File: config.mk
export PLATFORM = sky130hd
export DESIGN_NAME = fdsq_seq
export DESIGN_NICKNAME = d
export VERILOG_FILES = /design/src/fdsq_seq.v
export VERILOG_INCLUDE_DIRS = /design/src /design/src/src
export SDC_FILE = /design/constraint.sdc
export NUM_CORES = 1
export LEC_CHECK = 0
export BUFFER_PORTS_ARGS = -buffer_cell sky130_fd_sc_hd__buf_2
export CORE_ASPECT_RATIO = 1.75
export CORE_MARGIN = 2
export CORE_UTILIZATION = 45
export DETAILED_ROUTE_END_ITERATION = 6
export SYNTH_ARGS = -nofsm -noshare
export SYNTH_HDL_FRONTEND = slang
export SYNTH_SLANG_ARGS = --single-unit
File: constraint.sdc
create_clock -name pclk -period 5.4 [get_ports pclk]
set_input_delay 0.81 -clock pclk [delete_from_list [all_inputs] [get_ports pclk]]
set_output_delay 0.81 -clock pclk [all_outputs]
set_load 0.01 [all_outputs]
File: src/fdsq_defines.vh
// Purpose: shared constants of the sector sequencer
// Assumes: included by the design files only
// Notes: byte counts are 11 bits wide to match the byte counter
`ifndef FDSQ_DEFINES_VH
`define FDSQ_DEFINES_VH
// ----------------------------------------
// register byte offsets
// ----------------------------------------
`define FDSQ_A_CMD 8'h00
`define FDSQ_A_TRK 8'h04
`define FDSQ_A_SEC 8'h08
`define FDSQ_A_DATA 8'h0C
`define FDSQ_A_STAT 8'h10
`define FDSQ_A_SPT 8'h14
`define FDSQ_A_ABORT 8'h18
// ----------------------------------------
// command bits
// ----------------------------------------
`define FDSQ_C_DEL 0
`define FDSQ_C_SIDE 1
`define FDSQ_C_SETTLE 2
`define FDSQ_C_SCMP 3
`define FDSQ_C_MULTI 4
`define FDSQ_C_WRITE 5
`define FDSQ_C_SIZE 6
`define FDSQ_C_DDEN 7
// ----------------------------------------
// status bits
// ----------------------------------------
`define FDSQ_S_BUSY 0
`define FDSQ_S_DRQ 1
`define FDSQ_S_LOST 2
`define FDSQ_S_RNF 3
`define FDSQ_S_CRC 4
`define FDSQ_S_DEL 5
// ----------------------------------------
// timing and counts
// ----------------------------------------
`define FDSQ_SETTLE_MS 24'h00001E
`define FDSQ_CLK_KHZ 24'h0061A8
`define FDSQ_REVS_ID 4'h4
`define FDSQ_REVS_SIDE 4'h5
`define FDSQ_IDLE_IDX 4'hF
`define FDSQ_DAM_SD 11'h01E
`define FDSQ_DAM_DD 11'h02B
`define FDSQ_GAP_SD 11'h00B
`define FDSQ_GAP_DD 11'h016
`define FDSQ_ZERO_SD 11'h006
`define FDSQ_ZERO_DD 11'h00C
`define FDSQ_SYNC_N 11'h003
`define FDSQ_ID_LAST 11'h005
`define FDSQ_CNT_ZERO 11'h000
`define FDSQ_CNT_ONE 11'h001
`define FDSQ_LEN_BASE 11'h080
`define FDSQ_LEN_ALT 11'h100
`define FDSQ_ID_TRK 3'h0
`define FDSQ_ID_SIDE 3'h1
`define FDSQ_ID_SEC 3'h2
`define FDSQ_ID_LEN 3'h3
// ----------------------------------------
// mark bytes and crc
// ----------------------------------------
`define FDSQ_B_SYNC 8'hA1
`define FDSQ_B_ID_ADDRESS_MARK 8'hFE
`define FDSQ_B_DAM 8'hFB
`define FDSQ_B_DDAM 8'hF8
`define FDSQ_B_ZERO 8'h00
`define FDSQ_B_FILL 8'hFF
`define FDSQ_CRC_INIT 16'hFFFF
`define FDSQ_CRC_POLY 16'h1021
`define FDSQ_CRC_GOOD 16'h0000
`endif

File: src/fdsq_seq.v
// Purpose: sector read/write sequencer behind an apb register file
// Assumes: a data separator gives byte strobes and mark detects
// Notes: every apb access takes one wait state
//
// Local design decisions: the APB register port and the address map.
`timescale 1ns/1ps
`include "fdsq_defines.vh"
module fdsq_seq #(
    parameter [23:0] SETTLE_CYCLES = `FDSQ_SETTLE_MS * `FDSQ_CLK_KHZ
) (
    // clock and reset
    input wire pclk,
    input wire presetn,
    // apb slave
    input wire psel,
    input wire penable,
    input wire pwrite,
    input wire [7:0] paddr,
    input wire [31:0] pwdata,
    output reg [31:0] prdata,
    output reg pready,
    output reg pslverr,
    // disk read side
    input wire disk_byte_stb,
    input wire [7:0] disk_byte_in,
    input wire id_mark_in,
    input wire data_mark_in,
    input wire deleted_mark_in,
    input wire index_in,
    input wire head_engaged_in,
    // drive control and write side
    output reg head_load_out,
    output reg side_select_out,
    output reg write_gate_out,
    output reg [7:0] write_byte_out,
    output reg write_missing_clock_out,
    // host signalling
    output reg byte_request,
    output reg irq_out
);

// ----------------------------------------
// states
// ----------------------------------------
localparam S_IDLE = 14'h0001;
localparam S_SETTLE = 14'h0002;
localparam S_ENGAGE = 14'h0004;
localparam S_SEARCH = 14'h0008;
localparam S_IDRD = 14'h0010;
localparam S_DAMW = 14'h0020;
localparam S_RDATA = 14'h0040;
localparam S_RCRC = 14'h0080;
localparam S_WGAP = 14'h0100;
localparam S_WZERO = 14'h0200;
localparam S_WSYNC = 14'h0400;
localparam S_WDATA = 14'h0800;
localparam S_WCRC = 14'h1000;
localparam S_WFF = 14'h2000;

// ----------------------------------------
// functions
// ----------------------------------------
function [15:0] crc_byte;
    input [15:0] c;
    input [7:0] b;
    integer i;
    reg [15:0] t;
    begin
        t = c;
        for (i = 7; i >= 0; i = i - 1) begin
            if (t[15] ^ b[i]) begin
                t = {t[14:0], 1'b0} ^ `FDSQ_CRC_POLY;
            end else begin
                t = {t[14:0], 1'b0};
            end
        end
        crc_byte = t;
    end
endfunction

// crc state just after a mark, sync bytes included in double density
function [15:0] crc_mark;
    input dd;
    input [7:0] m;
    reg [15:0] t;
    begin
        t = `FDSQ_CRC_INIT;
        if (dd) begin
            t = crc_byte(t, `FDSQ_B_SYNC);
            t = crc_byte(t, `FDSQ_B_SYNC);
            t = crc_byte(t, `FDSQ_B_SYNC);
        end
        crc_mark = crc_byte(t, m);
    end
endfunction

function [10:0] sect_len;
    input flag;
    input [1:0] code;
    begin
        if (flag) begin
            sect_len = `FDSQ_LEN_BASE << code;
        end else begin
            sect_len = `FDSQ_LEN_ALT << code;
            if (sect_len == `FDSQ_CNT_ZERO) begin
                sect_len = `FDSQ_LEN_BASE;
            end
        end
    end
endfunction

function reg_hit;
    input [7:0] a;
    begin
        reg_hit = (a == `FDSQ_A_CMD) || (a == `FDSQ_A_TRK) ||
            (a == `FDSQ_A_SEC) || (a == `FDSQ_A_DATA) ||
            (a == `FDSQ_A_STAT) || (a == `FDSQ_A_SPT) ||
            (a == `FDSQ_A_ABORT);
    end
endfunction

// ----------------------------------------
// registers and decode
// ----------------------------------------
reg [13:0] state_reg;
reg [7:0] cmd_reg;
reg [7:0] track_reg;
reg [7:0] sector_reg;
reg [7:0] spt_reg;
reg [7:0] data_reg;
reg busy_reg;
reg lost_reg;
reg rnf_reg;
reg crcerr_reg;
reg del_reg;
reg [23:0] timer_reg;
reg [10:0] cnt_reg;
reg [10:0] len_reg;
reg [3:0] idx_reg;
reg [15:0] crc_reg;
reg [7:0] id_trk;
reg [7:0] id_side;
reg [7:0] id_sec;
reg [31:0] rd_word;
reg [7:0] wr_byte;

wire apb_done = psel && penable && pready;
wire wr_cmd = apb_done && pwrite && (paddr == `FDSQ_A_CMD);
wire wr_trk = apb_done && pwrite && (paddr == `FDSQ_A_TRK);
wire wr_sec = apb_done && pwrite && (paddr == `FDSQ_A_SEC);
wire wr_data = apb_done && pwrite && (paddr == `FDSQ_A_DATA);
wire wr_spt = apb_done && pwrite && (paddr == `FDSQ_A_SPT);
wire wr_abort = apb_done && pwrite && (paddr == `FDSQ_A_ABORT);
wire rd_data = apb_done && !pwrite && (paddr == `FDSQ_A_DATA);
wire rd_stat = apb_done && !pwrite && (paddr == `FDSQ_A_STAT);
wire dd = cmd_reg[`FDSQ_C_DDEN];
wire [10:0] gap_n = dd ? `FDSQ_GAP_DD : `FDSQ_GAP_SD;
wire [10:0] zero_n = dd ? `FDSQ_ZERO_DD : `FDSQ_ZERO_SD;
wire [10:0] dam_n = dd ? `FDSQ_DAM_DD : `FDSQ_DAM_SD;
wire [3:0] rev_n = cmd_reg[`FDSQ_C_SCMP] ? `FDSQ_REVS_SIDE : `FDSQ_REVS_ID;
wire [7:0] mark_b = cmd_reg[`FDSQ_C_DEL] ? `FDSQ_B_DDAM : `FDSQ_B_DAM;
wire [15:0] crc_nx = crc_byte(crc_reg, disk_byte_in);
wire [10:0] cnt_nx = cnt_reg + `FDSQ_CNT_ONE;
wire side_ok = !cmd_reg[`FDSQ_C_SCMP] ||
    (id_side[0] == cmd_reg[`FDSQ_C_SIDE]);
// a host write landing in the same cycle still counts as serviced
wire svc = !byte_request || wr_data;

always @* begin
    wr_byte = data_reg;
    if (byte_request) begin
        wr_byte = wr_data ? pwdata[7:0] : `FDSQ_B_ZERO;
    end
end

always @* begin
    rd_word = 32'h00000000;
    case (paddr)
        `FDSQ_A_CMD: rd_word[7:0] = cmd_reg;
        `FDSQ_A_TRK: rd_word[7:0] = track_reg;
        `FDSQ_A_SEC: rd_word[7:0] = sector_reg;
        `FDSQ_A_DATA: rd_word[7:0] = data_reg;
        `FDSQ_A_SPT: rd_word[7:0] = spt_reg;
        `FDSQ_A_STAT: begin
            rd_word[`FDSQ_S_BUSY] = busy_reg;
            rd_word[`FDSQ_S_DRQ] = byte_request;
            rd_word[`FDSQ_S_LOST] = lost_reg;
            rd_word[`FDSQ_S_RNF] = rnf_reg;
            rd_word[`FDSQ_S_CRC] = crcerr_reg;
            rd_word[`FDSQ_S_DEL] = del_reg;
        end
        default: rd_word = 32'h00000000;
    endcase
end

// ----------------------------------------
// apb answer
// ----------------------------------------
always @(posedge pclk or negedge presetn) begin
    if (!presetn) begin
        pready <= 1'b0;
        pslverr <= 1'b0;
        prdata <= 32'h00000000;
    end else if (psel && penable && !pready) begin
        pready <= 1'b1;
        pslverr <= !reg_hit(paddr);
        prdata <= rd_word;
    end else begin
        pready <= 1'b0;
        pslverr <= 1'b0;
    end
end

// ----------------------------------------
// sequencer tasks
// ----------------------------------------
task end_cmd;
    begin
        busy_reg <= 1'b0;
        irq_out <= 1'b1;
        byte_request <= 1'b0;
        write_gate_out <= 1'b0;
        write_missing_clock_out <= 1'b0;
        idx_reg <= 4'h0;
        state_reg <= S_IDLE;
    end
endtask

task sec_done;
    begin
        if (cmd_reg[`FDSQ_C_MULTI]) begin
            sector_reg <= sector_reg + 8'h01;
            if (sector_reg >= spt_reg) begin
                rnf_reg <= 1'b1;
                end_cmd;
            end else begin
                idx_reg <= 4'h0;
                cnt_reg <= `FDSQ_CNT_ZERO;
                state_reg <= S_SEARCH;
            end
        end else begin
            end_cmd;
        end
    end
endtask

// data mark leads the data field; single density has no sync bytes
task emit_mark;
    begin
        write_byte_out <= mark_b;
        write_missing_clock_out <= 1'b1;
        crc_reg <= crc_mark(dd, mark_b);
        cnt_reg <= `FDSQ_CNT_ZERO;
        state_reg <= S_WDATA;
    end
endtask

// ----------------------------------------
// sequencer
// ----------------------------------------
always @(posedge pclk or negedge presetn) begin
    if (!presetn) begin
        state_reg <= S_IDLE;
        cmd_reg <= 8'h00;
        track_reg <= 8'h00;
        sector_reg <= 8'h00;
        spt_reg <= 8'h00;
        data_reg <= 8'h00;
        busy_reg <= 1'b0;
        lost_reg <= 1'b0;
        rnf_reg <= 1'b0;
        crcerr_reg <= 1'b0;
        del_reg <= 1'b0;
        timer_reg <= 24'h000000;
        cnt_reg <= 11'h000;
        len_reg <= 11'h000;
        idx_reg <= 4'h0;
        crc_reg <= 16'h0000;
        id_trk <= 8'h00;
        id_side <= 8'h00;
        id_sec <= 8'h00;
        head_load_out <= 1'b0;
        side_select_out <= 1'b0;
        write_gate_out <= 1'b0;
        write_byte_out <= 8'h00;
        write_missing_clock_out <= 1'b0;
        byte_request <= 1'b0;
        irq_out <= 1'b0;
    end else begin
        // host writes first so device events below win the same cycle
        if (wr_trk) begin
            track_reg <= pwdata[7:0];
        end
        if (wr_spt) begin
            spt_reg <= pwdata[7:0];
        end
        if (wr_sec && !busy_reg) begin
            sector_reg <= pwdata[7:0];
        end
        if (wr_data) begin
            data_reg <= pwdata[7:0];
            byte_request <= 1'b0;
        end
        if (rd_data) begin
            byte_request <= 1'b0;
        end
        if (rd_stat || wr_cmd) begin
            irq_out <= 1'b0;
        end
        case (state_reg)
            S_IDLE: begin
                if (wr_cmd) begin
                    cmd_reg <= pwdata[7:0];
                    busy_reg <= 1'b1;
                    lost_reg <= 1'b0;
                    rnf_reg <= 1'b0;
                    crcerr_reg <= 1'b0;
                    del_reg <= 1'b0;
                    byte_request <= 1'b0;
                    idx_reg <= 4'h0;
                    head_load_out <= 1'b1;
                    side_select_out <= pwdata[`FDSQ_C_SIDE];
                    timer_reg <= SETTLE_CYCLES;
                    if (pwdata[`FDSQ_C_SETTLE]) begin
                        state_reg <= S_SETTLE;
                    end else begin
                        state_reg <= S_ENGAGE;
                    end
                end else if (index_in && head_load_out) begin
                    // idle head unloads after fifteen index pulses
                    if (idx_reg == `FDSQ_IDLE_IDX - 4'h1) begin
                        head_load_out <= 1'b0;
                        idx_reg <= 4'h0;
                    end else begin
                        idx_reg <= idx_reg + 4'h1;
                    end
                end
            end
            S_SETTLE: begin
                if (timer_reg <= 24'h000001) begin
                    state_reg <= S_ENGAGE;
                end else begin
                    timer_reg <= timer_reg - 24'h000001;
                end
            end
            S_ENGAGE: begin
                if (head_engaged_in) begin
                    state_reg <= S_SEARCH;
                end
            end
            S_SEARCH: begin
                if (index_in) begin
                    if (idx_reg + 4'h1 >= rev_n) begin
                        rnf_reg <= 1'b1;
                        end_cmd;
                    end else begin
                        idx_reg <= idx_reg + 4'h1;
                    end
                end else if (id_mark_in) begin
                    crc_reg <= crc_mark(dd, `FDSQ_B_ID_ADDRESS_MARK);
                    cnt_reg <= `FDSQ_CNT_ZERO;
                    state_reg <= S_IDRD;
                end
            end
            S_IDRD: begin
                if (disk_byte_stb) begin
                    crc_reg <= crc_nx;
                    cnt_reg <= cnt_nx;
                    case (cnt_reg[2:0])
                        `FDSQ_ID_TRK: id_trk <= disk_byte_in;
                        `FDSQ_ID_SIDE: id_side <= disk_byte_in;
                        `FDSQ_ID_SEC: id_sec <= disk_byte_in;
                        `FDSQ_ID_LEN: len_reg <= sect_len(cmd_reg[`FDSQ_C_SIZE],
                            disk_byte_in[1:0]);
                        default: id_trk <= id_trk;
                    endcase
                    if (cnt_reg == `FDSQ_ID_LAST) begin
                        cnt_reg <= `FDSQ_CNT_ZERO;
                        if (crc_nx == `FDSQ_CRC_GOOD && id_trk == track_reg &&
                            id_sec == sector_reg && side_ok) begin
                            if (cmd_reg[`FDSQ_C_WRITE]) begin
                                byte_request <= 1'b1;
                                state_reg <= S_WGAP;
                            end else begin
                                state_reg <= S_DAMW;
                            end
                        end else begin
                            state_reg <= S_SEARCH;
                        end
                    end
                end
            end
            S_DAMW: begin
                if (data_mark_in) begin
                    del_reg <= deleted_mark_in;
                    crc_reg <= crc_mark(dd, deleted_mark_in ?
                        `FDSQ_B_DDAM : `FDSQ_B_DAM);
                    cnt_reg <= `FDSQ_CNT_ZERO;
                    state_reg <= S_RDATA;
                end else if (disk_byte_stb) begin
                    if (cnt_nx >= dam_n) begin
                        rnf_reg <= 1'b1;
                        end_cmd;
                    end else begin
                        cnt_reg <= cnt_nx;
                    end
                end
            end
            S_RDATA: begin
                if (disk_byte_stb) begin
                    crc_reg <= crc_nx;
                    if (byte_request && !rd_data) begin
                        lost_reg <= 1'b1;
                    end else begin
                        data_reg <= disk_byte_in;
                        byte_request <= 1'b1;
                    end
                    if (cnt_nx == len_reg) begin
                        cnt_reg <= `FDSQ_CNT_ZERO;
                        state_reg <= S_RCRC;
                    end else begin
                        cnt_reg <= cnt_nx;
                    end
                end
            end
            S_RCRC: begin
                if (disk_byte_stb) begin
                    crc_reg <= crc_nx;
                    cnt_reg <= cnt_nx;
                    if (cnt_reg == `FDSQ_CNT_ONE) begin
                        if (crc_nx == `FDSQ_CRC_GOOD) begin
                            sec_done;
                        end else begin
                            crcerr_reg <= 1'b1;
                            end_cmd;
                        end
                    end
                end
            end
            S_WGAP: begin
                if (disk_byte_stb) begin
                    if (cnt_nx == gap_n) begin
                        if (!svc) begin
                            lost_reg <= 1'b1;
                            end_cmd;
                        end else begin
                            write_gate_out <= 1'b1;
                            write_byte_out <= `FDSQ_B_ZERO;
                            cnt_reg <= `FDSQ_CNT_ONE;
                            state_reg <= S_WZERO;
                        end
                    end else begin
                        cnt_reg <= cnt_nx;
                    end
                end
            end
            S_WZERO: begin
                if (disk_byte_stb) begin
                    if (cnt_reg != zero_n) begin
                        write_byte_out <= `FDSQ_B_ZERO;
                        cnt_reg <= cnt_nx;
                    end else if (dd) begin
                        write_byte_out <= `FDSQ_B_SYNC;
                        write_missing_clock_out <= 1'b1;
                        cnt_reg <= `FDSQ_CNT_ONE;
                        state_reg <= S_WSYNC;
                    end else begin
                        emit_mark;
                    end
                end
            end
            S_WSYNC: begin
                if (disk_byte_stb) begin
                    if (cnt_reg == `FDSQ_SYNC_N) begin
                        emit_mark;
                        write_missing_clock_out <= 1'b0;
                    end else begin
                        write_byte_out <= `FDSQ_B_SYNC;
                        cnt_reg <= cnt_nx;
                    end
                end
            end
            S_WDATA: begin
                if (disk_byte_stb) begin
                    write_missing_clock_out <= 1'b0;
                    write_byte_out <= wr_byte;
                    crc_reg <= crc_byte(crc_reg, wr_byte);
                    if (!svc) begin
                        lost_reg <= 1'b1;
                    end
                    if (cnt_nx == len_reg) begin
                        byte_request <= 1'b0;
                        cnt_reg <= `FDSQ_CNT_ZERO;
                        state_reg <= S_WCRC;
                    end else begin
                        byte_request <= 1'b1;
                        cnt_reg <= cnt_nx;
                    end
                end
            end
            S_WCRC: begin
                if (disk_byte_stb) begin
                    if (cnt_reg == `FDSQ_CNT_ZERO) begin
                        write_byte_out <= crc_reg[15:8];
                        cnt_reg <= cnt_nx;
                    end else begin
                        write_byte_out <= crc_reg[7:0];
                        cnt_reg <= `FDSQ_CNT_ZERO;
                        state_reg <= S_WFF;
                    end
                end
            end
            S_WFF: begin
                if (disk_byte_stb) begin
                    if (cnt_reg == `FDSQ_CNT_ZERO) begin
                        write_byte_out <= `FDSQ_B_FILL;
                        cnt_reg <= cnt_nx;
                    end else begin
                        write_gate_out <= 1'b0;
                        sec_done;
                    end
                end
            end
            default: state_reg <= S_IDLE;
        endcase
        // abort ends a running command with an interrupt
        if (wr_abort && busy_reg) begin
            end_cmd;
        end
    end
end

endmodule

==> results by group, run 1 <==
Outcome
  – Outcome: completed

Final layout
  – Register Area: 3960 µm²
  – Diodes inserted: 0
  – Area occupied by multi-input gates: 6810 µm²
  – Nets: 1428
  – Fillers: 2391
  – Layout area overhead: 9.29%
  – Max reg flops: 24
  – Share of cells above drive strength 1: 13.5%
  – Design area: 12300 µm²

STA
  – Fmax: 229 MHz
  – Unrepaired setup endpoints after global routing: false
  – Final hold violations: 0
  – Slew headroom: 33.2%
  – Tmin final: 4.37 ns
  – Final Cycle Share: 80.9%
  – Fin Clk Skew: 0.0172 ns
  – Worst Max-Slew Pin Slew: 0.993 ns
  – Final setup TNS: 0 ns
  – Final setup viols: 0
  – Max-slew violation count: 0

GRT
  – Initial antenna violation count: 0
  – Vias in the first global route: 10400
  – Grt ovf: 0
  – Gr usage total: 31.0%
  – Largest net degree at the start of global routing: 89
  – First-pass GRT wire length: 60.8 mm

Pwr
  – Cell area power density: 320 nW/µm²
  – Internal: 0.00244 W
  – Sequential power share: 37.5%
  – Leak: 5.45 nW
  – Sw Share: 38.1%
  – Combinational share of power: 33.2%
  – Peak VDD IR: 0.239 mV
  – Net Switching: 0.00150 W
  – Clock Power Share: 29.3%

Placed design
  – Final Wtd Congestion: 1.00
  – Dpl cell area: 11800 µm²
  – IO buf count: 58
  – Post-DP HPWL: 29.2 mm

Routing
  – Routed Antenna Nets: 0
  – Vias: 10500
  – Vias per inst: 6.32
  – WL final: 38.9 mm
  – WL per Instance: 23.3 µm
  – Pre-antenna DRT Iters: 5
  – DRT iter0 DRCs: 918
  – Drc violations: 0

Die
  – Core Box Area: 24600 µm²
  – Floorplan row count: 76
  – Die ar.: 26400 µm²
  – Die Ht: 213 µm
  – Starting density of the core: 45.7%
  – # IOs: 107
  – Die Wd: 124 µm

CTS
  – CTS Hold Bufs: 0
  – Post-CTS Resized: 0
  – # H-tree levels: 4
  – TritonCTS clock tree: done
  – # clock sinks: 158
  – Clk Latency, worst-skew pair: 0.46 ns
  – CTS max path bufs: 2
  – Setup Fix Bufs, Post-CTS: 0
  – Clock slew at reported path FFs: 0.07 ns
  – Root Buffer: clkbuf_16
  – Num CTS Buffers: 17

Logic synthesis
  – Ys Warns: 0
  – Predominant post-synthesis flop cell: dfrtp_1
  – EDFF count, synth: 0
  – Synthesized cell area: 11300 µm²
  – Asr flop ratio synth: 100%
  – Unique masters post-synth: 85
  – Seq/Total Area, Yosys: 35.1%
  – Synth area leaders: dfrtp_1 (35%), nand2_1 (4.7%), nor2_1 (3.7%), xnor2_1 (3.7%), mux2_2 (3.6%)
  – Yosys top cell area share: 34.9%
  – Mapped Avg Cell Area: 8.57 µm²
  – Gate Count Post-Synth: 1315
  – Area leader, netlist: dfrtp_1
  – Yosys reg bits: 158

Hold path
  – Hold Path Class: in2async

Worst setup path
  – Slowest stage delay, CP: 0.77 ns
  – Slowest-stage cell, CP: nor4_2
  – WP data arrival: 4.71 ns
  – WS Path Type: reg2reg
  – Crit start category: flip-flop
  – Cells along the critical path: ha_1 > nand3_1 > xnor2_1 > ha_1 > nor4b_1 > nand3_1 > nor4_2 > o21ai_0 > nor3_1 > a31oi_1 > a22o_1
  – Worst EP required: 5.74 ns
  – Crit end category: flip-flop
  – CP Max Fanout: 13

Run
  – Max Cap Viol: 0
[synth_stat cells (5+ instances only)]
library cell and n:
or4_1 9, buf_2 9, o31ai_1 11, and3_1 11
a222oi_1 8, mux2i_1 29, o211ai_1 8, mux2_2 36
nand2b_1 13, a21oi_1 57, or3_1 21, xor2_1 38
a21o_1 8, or2_2 10, nand4_1 33, inv_1 33
nand3_1 70, a31oi_1 24, a221oi_1 11, buf_4 24
ha_1 25, nor2b_1 20, o22ai_1 9, nor3_1 34
a2111oi_0 6, xnor2_1 48, nor4_1 25, nand2_1 140
clkbuf_1 58, and2_1 8, nor4b_1 11, and4_1 8
nor2_1 112, a211oi_1 9, o221ai_1 5, o221a_2 6
dfrtp_1 157, o21ai_0 75
[final timing paths]
| kind | start | to | slack (ns) | cells past startpoint |
|---|---|---|---|---|
| setup / recovery | cnt_reg[0]$_DFFE_PN0P_ | idx_reg[0]$_DFFE_PN0P_ | 1.03 | 11 |
| hold / removal | presetn | state_reg[13]$_DFFE_PN0P_ | 0.39 | 1 |
| setup reg to reg | cnt_reg[0]$_DFFE_PN0P_ | idx_reg[0]$_DFFE_PN0P_ | 1.03 | 11 |
| hold reg to reg | prdata[4]$_DFFE_PN0P_ | prdata[4]$_DFFE_PN0P_ | 0.48 | 1 |
| max in group asynchronous | presetn | state_reg[0]$_DFFE_PN1P_ | 3.96 | 2 |
| min in group pclk | prdata[4]$_DFFE_PN0P_ | prdata[4]$_DFFE_PN0P_ | 0.48 | 1 |
[kinds of logic after synthesis]
group,synth area share (%)
compound gates,17.6
xor+xnor,7.30
fa+ha+maj,2.78
buf+inv,5.41
flops,35.1
mux,6.17
other cells,0.0333
simple gates,25.6
[per-stage QoR]
stage                     util [%]  cells  hold slack, ns  power, W  setup slack [ns]
final                         50.0   1668           0.391   0.00395              1.03
after global placement        47.8   1637           0.455   0.00276              1.20
after detailed placement      47.8   1637           0.461   0.00278              1.14
after floorplan                  -   1338           0.439   0.00244              1.92
after global routing          50.0   1668           0.486   0.00415             0.617
after CTS                     50.0   1668           0.439   0.00395              1.09
[worst max-delay path: cells and delay by family (launching register included)]
family	cells	cell delay, ns
flip-flops	1	0.59
XOR/XNOR	1	0.29
AND/OR/NAND/NOR	5	1.78
adder cells (fa/ha/maj)	2	0.80
AO/OA/AOI/OAI	3	0.78
[area by class of cell]
| class | count | area share (%) |
|---|---|---|
| multi-input combinational | 1049 | 55.3 |
| sequential | 158 | 32.1 |
| clock buffer | 21 | 3.58 |
| clock inverter | 10 | 0.742 |
| tap | 312 | 3.17 |
| inverter | 33 | 1.01 |
| timing repair buffer | 85 | 4.05 |
[metal layers]
| layer | GRT usage (%) | share of wire (%) | vias up |
|---|---|---|---|
| met4 | 19.5 | 6.9 | 0 |
| li1 | - | - | 4856 |
| met2 | 51.7 | 50 | 456 |
| met5 | 0 | 0 | - |
| met3 | 5.37 | 5.6 | 139 |
| met1 | 36.5 | 38 | 5086 |
[cell usage in the layout, fill, tap and decap left out, types with 25 or more instances in the layout]
| cell type | netlist | routed |
|---|---|---|
| mux2_2 | 36 | 36 |
| dfrtp_1 | 157 | 157 |
| a21oi_1 | 57 | 57 |
| mux2i_1 | 29 | 29 |
| buf_4 | 24 | 27 |
| nor3_1 | 34 | 34 |
| buf_2 | 9 | 57 |
| nand4_1 | 33 | 33 |
| xnor2_1 | 48 | 48 |
| o21ai_0 | 75 | 75 |
| nand3_1 | 70 | 70 |
| nor2_1 | 112 | 112 |
| inv_1 | 33 | 33 |
| nand2_1 | 140 | 140 |
| ha_1 | 25 | 25 |
| xor2_1 | 38 | 38 |
[power by group through the flow]
| stage | Combinational [W] | Sequential (W) | Clock [W] |
|---|---|---|---|
| detailed placement | 0.00129 | 0.00149 | 0 |
| finish | 0.00131 | 0.00148 | 0.00116 |
| floorplan | 0.00105 | 0.00139 | 0 |
| CTS | 0.00130 | 0.00147 | 0.00118 |
| global placement | 0.00127 | 0.00149 | 0 |
| global route | 0.00143 | 0.00149 | 0.00122 |
Note: power is estimated with default switching activity, not from simulation.
==> inputs of run 2 (changes only) <==
clock period = 4.1 ns   (was 5.4 ns; I/O delays follow)
==> run 2 against run 1 <==
Effect of this change:
- the flow now finishes with violations (DRC)
- global-route usage increased by 0.62 points
- count of clock-buffer cells in the layout is 1 higher
- sequential share of layout area shrank 0.97 points
- clock power is 44% higher
- sequential power rose by 28%
- clock skew is 0.0074 ns lower
- critical path type unchanged
==> results by group, run 2 (synthesis results as in run 1) <==
Worst setup path
  – Flop-to-flop setup slack: 0.31 ns
  – Worst EP required: 4.45 ns
  – WP data arrival: 4.14 ns
  – Cells along the critical path: ha_1 > buf_4 > and2_1 > nand4_1 > xnor2_1 > nor4_1 > a31oi_1 > a2111oi_0 > buf_4 > o211ai_1 > a31o_2
  – CP Max Fanout: 10
  – Slowest stage delay, CP: 0.57 ns
  – WS Path Type: reg2reg
  – Crit start category: flip-flop
  – R2R depth: 11
  – Most frequent cell on the critical path: buf_4
  – R2R Path Start: cnt_reg[1]$_DFFE_PN0P_
  – Worst reg2reg endpoint: cnt_reg[0]$_DFFE_PN0P_
  – Critical path's top delay family: compound AO/OA/AOI/OAI gates
  – Worst Path Buf+Inv: 2
  – Crit end category: flip-flop
  – Slowest-stage cell, CP: nor4_1

STA
  – Slew headroom: 24.8%
  – Max-slew violation count: 0
  – Final Cycle Share: 92.4%
  – Worst Max-Slew Pin Slew: 1.11 ns
  – Final hold violations: 0
  – Fmax: 264 MHz
  – Final setup viols: 0
  – Tmin final: 3.79 ns
  – Unrepaired setup endpoints after global routing: false
  – Final setup TNS: 0 ns
  – Fin Clk Skew: 0.00977 ns

Placed design
  – IO buf count: 58
  – Post-DP HPWL: 30.6 mm
  – Final Wtd Congestion: 1.04
  – Placed cell count: 1677

CTS
  – TritonCTS clock tree: done
  – # H-tree levels: 4
  – Clock slew at reported path FFs: 0.07 ns
  – Setup Fix Bufs, Post-CTS: 0
  – Post-CTS Resized: 0
  – # clock sinks: 158
  – CTS max path bufs: 2
  – Num CTS Buffers: 17
  – CTS Hold Bufs: 0
  – Clk Latency, worst-skew pair: 0.46 ns
  – Root Buffer: clkbuf_16

Final layout
  – Layout area overhead: 12.7%
  – Register Area: 3960 µm²
  – Share of cells above drive strength 1: 16.2%
  – Most frequent cells in the layout: dfrtp_1 (157), nand2_1 (140), nor2_1 (112), o21ai_0 (75), nand3_1 (70)
  – Most common cell after layout, fill and taps aside: dfrtp_1
  – Max reg flops: 24
  – Nets: 1468
  – Area occupied by multi-input gates: 6810 µm²
  – Diodes inserted: 0
  – Fillers: 2405
  – Fin cells: 1709

GRT
  – First-pass GRT wire length: 61.5 mm
  – Vias in the first global route: 10500
  – Grt ovf: 0
  – Largest net degree at the start of global routing: 80
  – Gr usage total: 31.7%
  – Initial antenna violation count: 0

Routing
  – Vias per inst: 6.32
  – Pre-antenna DRT Iters: 7
  – WL final: 40.3 mm
  – DRT iter0 DRCs: 770
  – Drc violations: 1
  – Vias: 10800
  – Routed Antenna Nets: 0
  – WL per Instance: 23.6 µm

Pwr
  – Leak: 5.69 nW
  – Peak VDD IR: 0.342 mV
  – Total Power: 0.00547 W
  – Cell area power density: 431 nW/µm²

Die
  – Die Ht: 213 µm
  – Starting density of the core: 45.7%
  – # IOs: 107
  – Floorplan row count: 76
  – Die Wd: 124 µm
  – Core Box Area: 24600 µm²
  – Die ar.: 26400 µm²

Run
  – Max Cap Viol: 0

Outcome
  – Outcome: finished, violations left
  – Failing checks: DRC

Hold path
  – Hold Path Class: in2async
==> run 2: stage by stage <==
step	utilization (%)	instance area [µm²]	hold slack, ns	worst slack [ns]
after floorplan	-	11400	0.319	0.615
after global placement	49.1	12100	0.461	0.459
after detailed placement	49.1	12100	0.461	0.386
after CTS	51.6	12700	0.213	0.340
after global routing	51.6	12700	0.231	0.0608
final	51.6	12700	0.168	0.310
==> run 2: per-layer routing <==
layer,track usage [%],vias up,routed length (µm)
met5,0,-,0
met4,21.4,0,2930
met3,6.17,164,2290
met2,53.7,451,20100
met1,35.3,5255,14900
li1,-,4933,-
==> run 2: worst max path at each step <==
stage	start	endpoint	cells after the start
global route	cnt_reg[1]$_DFFE_PN0P_	cnt_reg[0]$_DFFE_PN0P_	11
floorplan	cnt_reg[0]$_DFFE_PN0P_	state_reg[13]$_DFFE_PN0P_	13
detailed placement	cnt_reg[1]$_DFFE_PN0P_	cnt_reg[0]$_DFFE_PN0P_	11
global placement	cnt_reg[1]$_DFFE_PN0P_	cnt_reg[0]$_DFFE_PN0P_	11
CTS	cnt_reg[1]$_DFFE_PN0P_	cnt_reg[0]$_DFFE_PN0P_	11
finish	cnt_reg[1]$_DFFE_PN0P_	cnt_reg[0]$_DFFE_PN0P_	11
==> run 2: final cells by class <==
type | instances | area share (%)
multi-input cells | 1049 | 53.7
flip-flops and latches | 158 | 31.1
repair buffers | 125 | 6.40
clock buffers | 22 | 3.73
well taps | 312 | 3.07
clock inverters | 10 | 1.01
inverters | 33 | 0.976
==> run 2: power by group <==
| part | switching [W] | internal (W) |
|---|---|---|
| registers | 0.000212 | 0.00169 |
| clock network | 0.000716 | 0.000955 |
| logic | 0.00112 | 0.000772 |
==> run 2: worst reg2reg max path: stages, from the launching register on <==
cell and delay [ns]:
dfrtp_1 0.54, ha_1 0.39, buf_4 0.21, and2_1 0.12, nand4_1 0.19, xnor2_1 0.25
nor4_1 0.57, a31oi_1 0.29, a2111oi_0 0.56, buf_4 0.20, o211ai_1 0.09, a31o_2 0.26
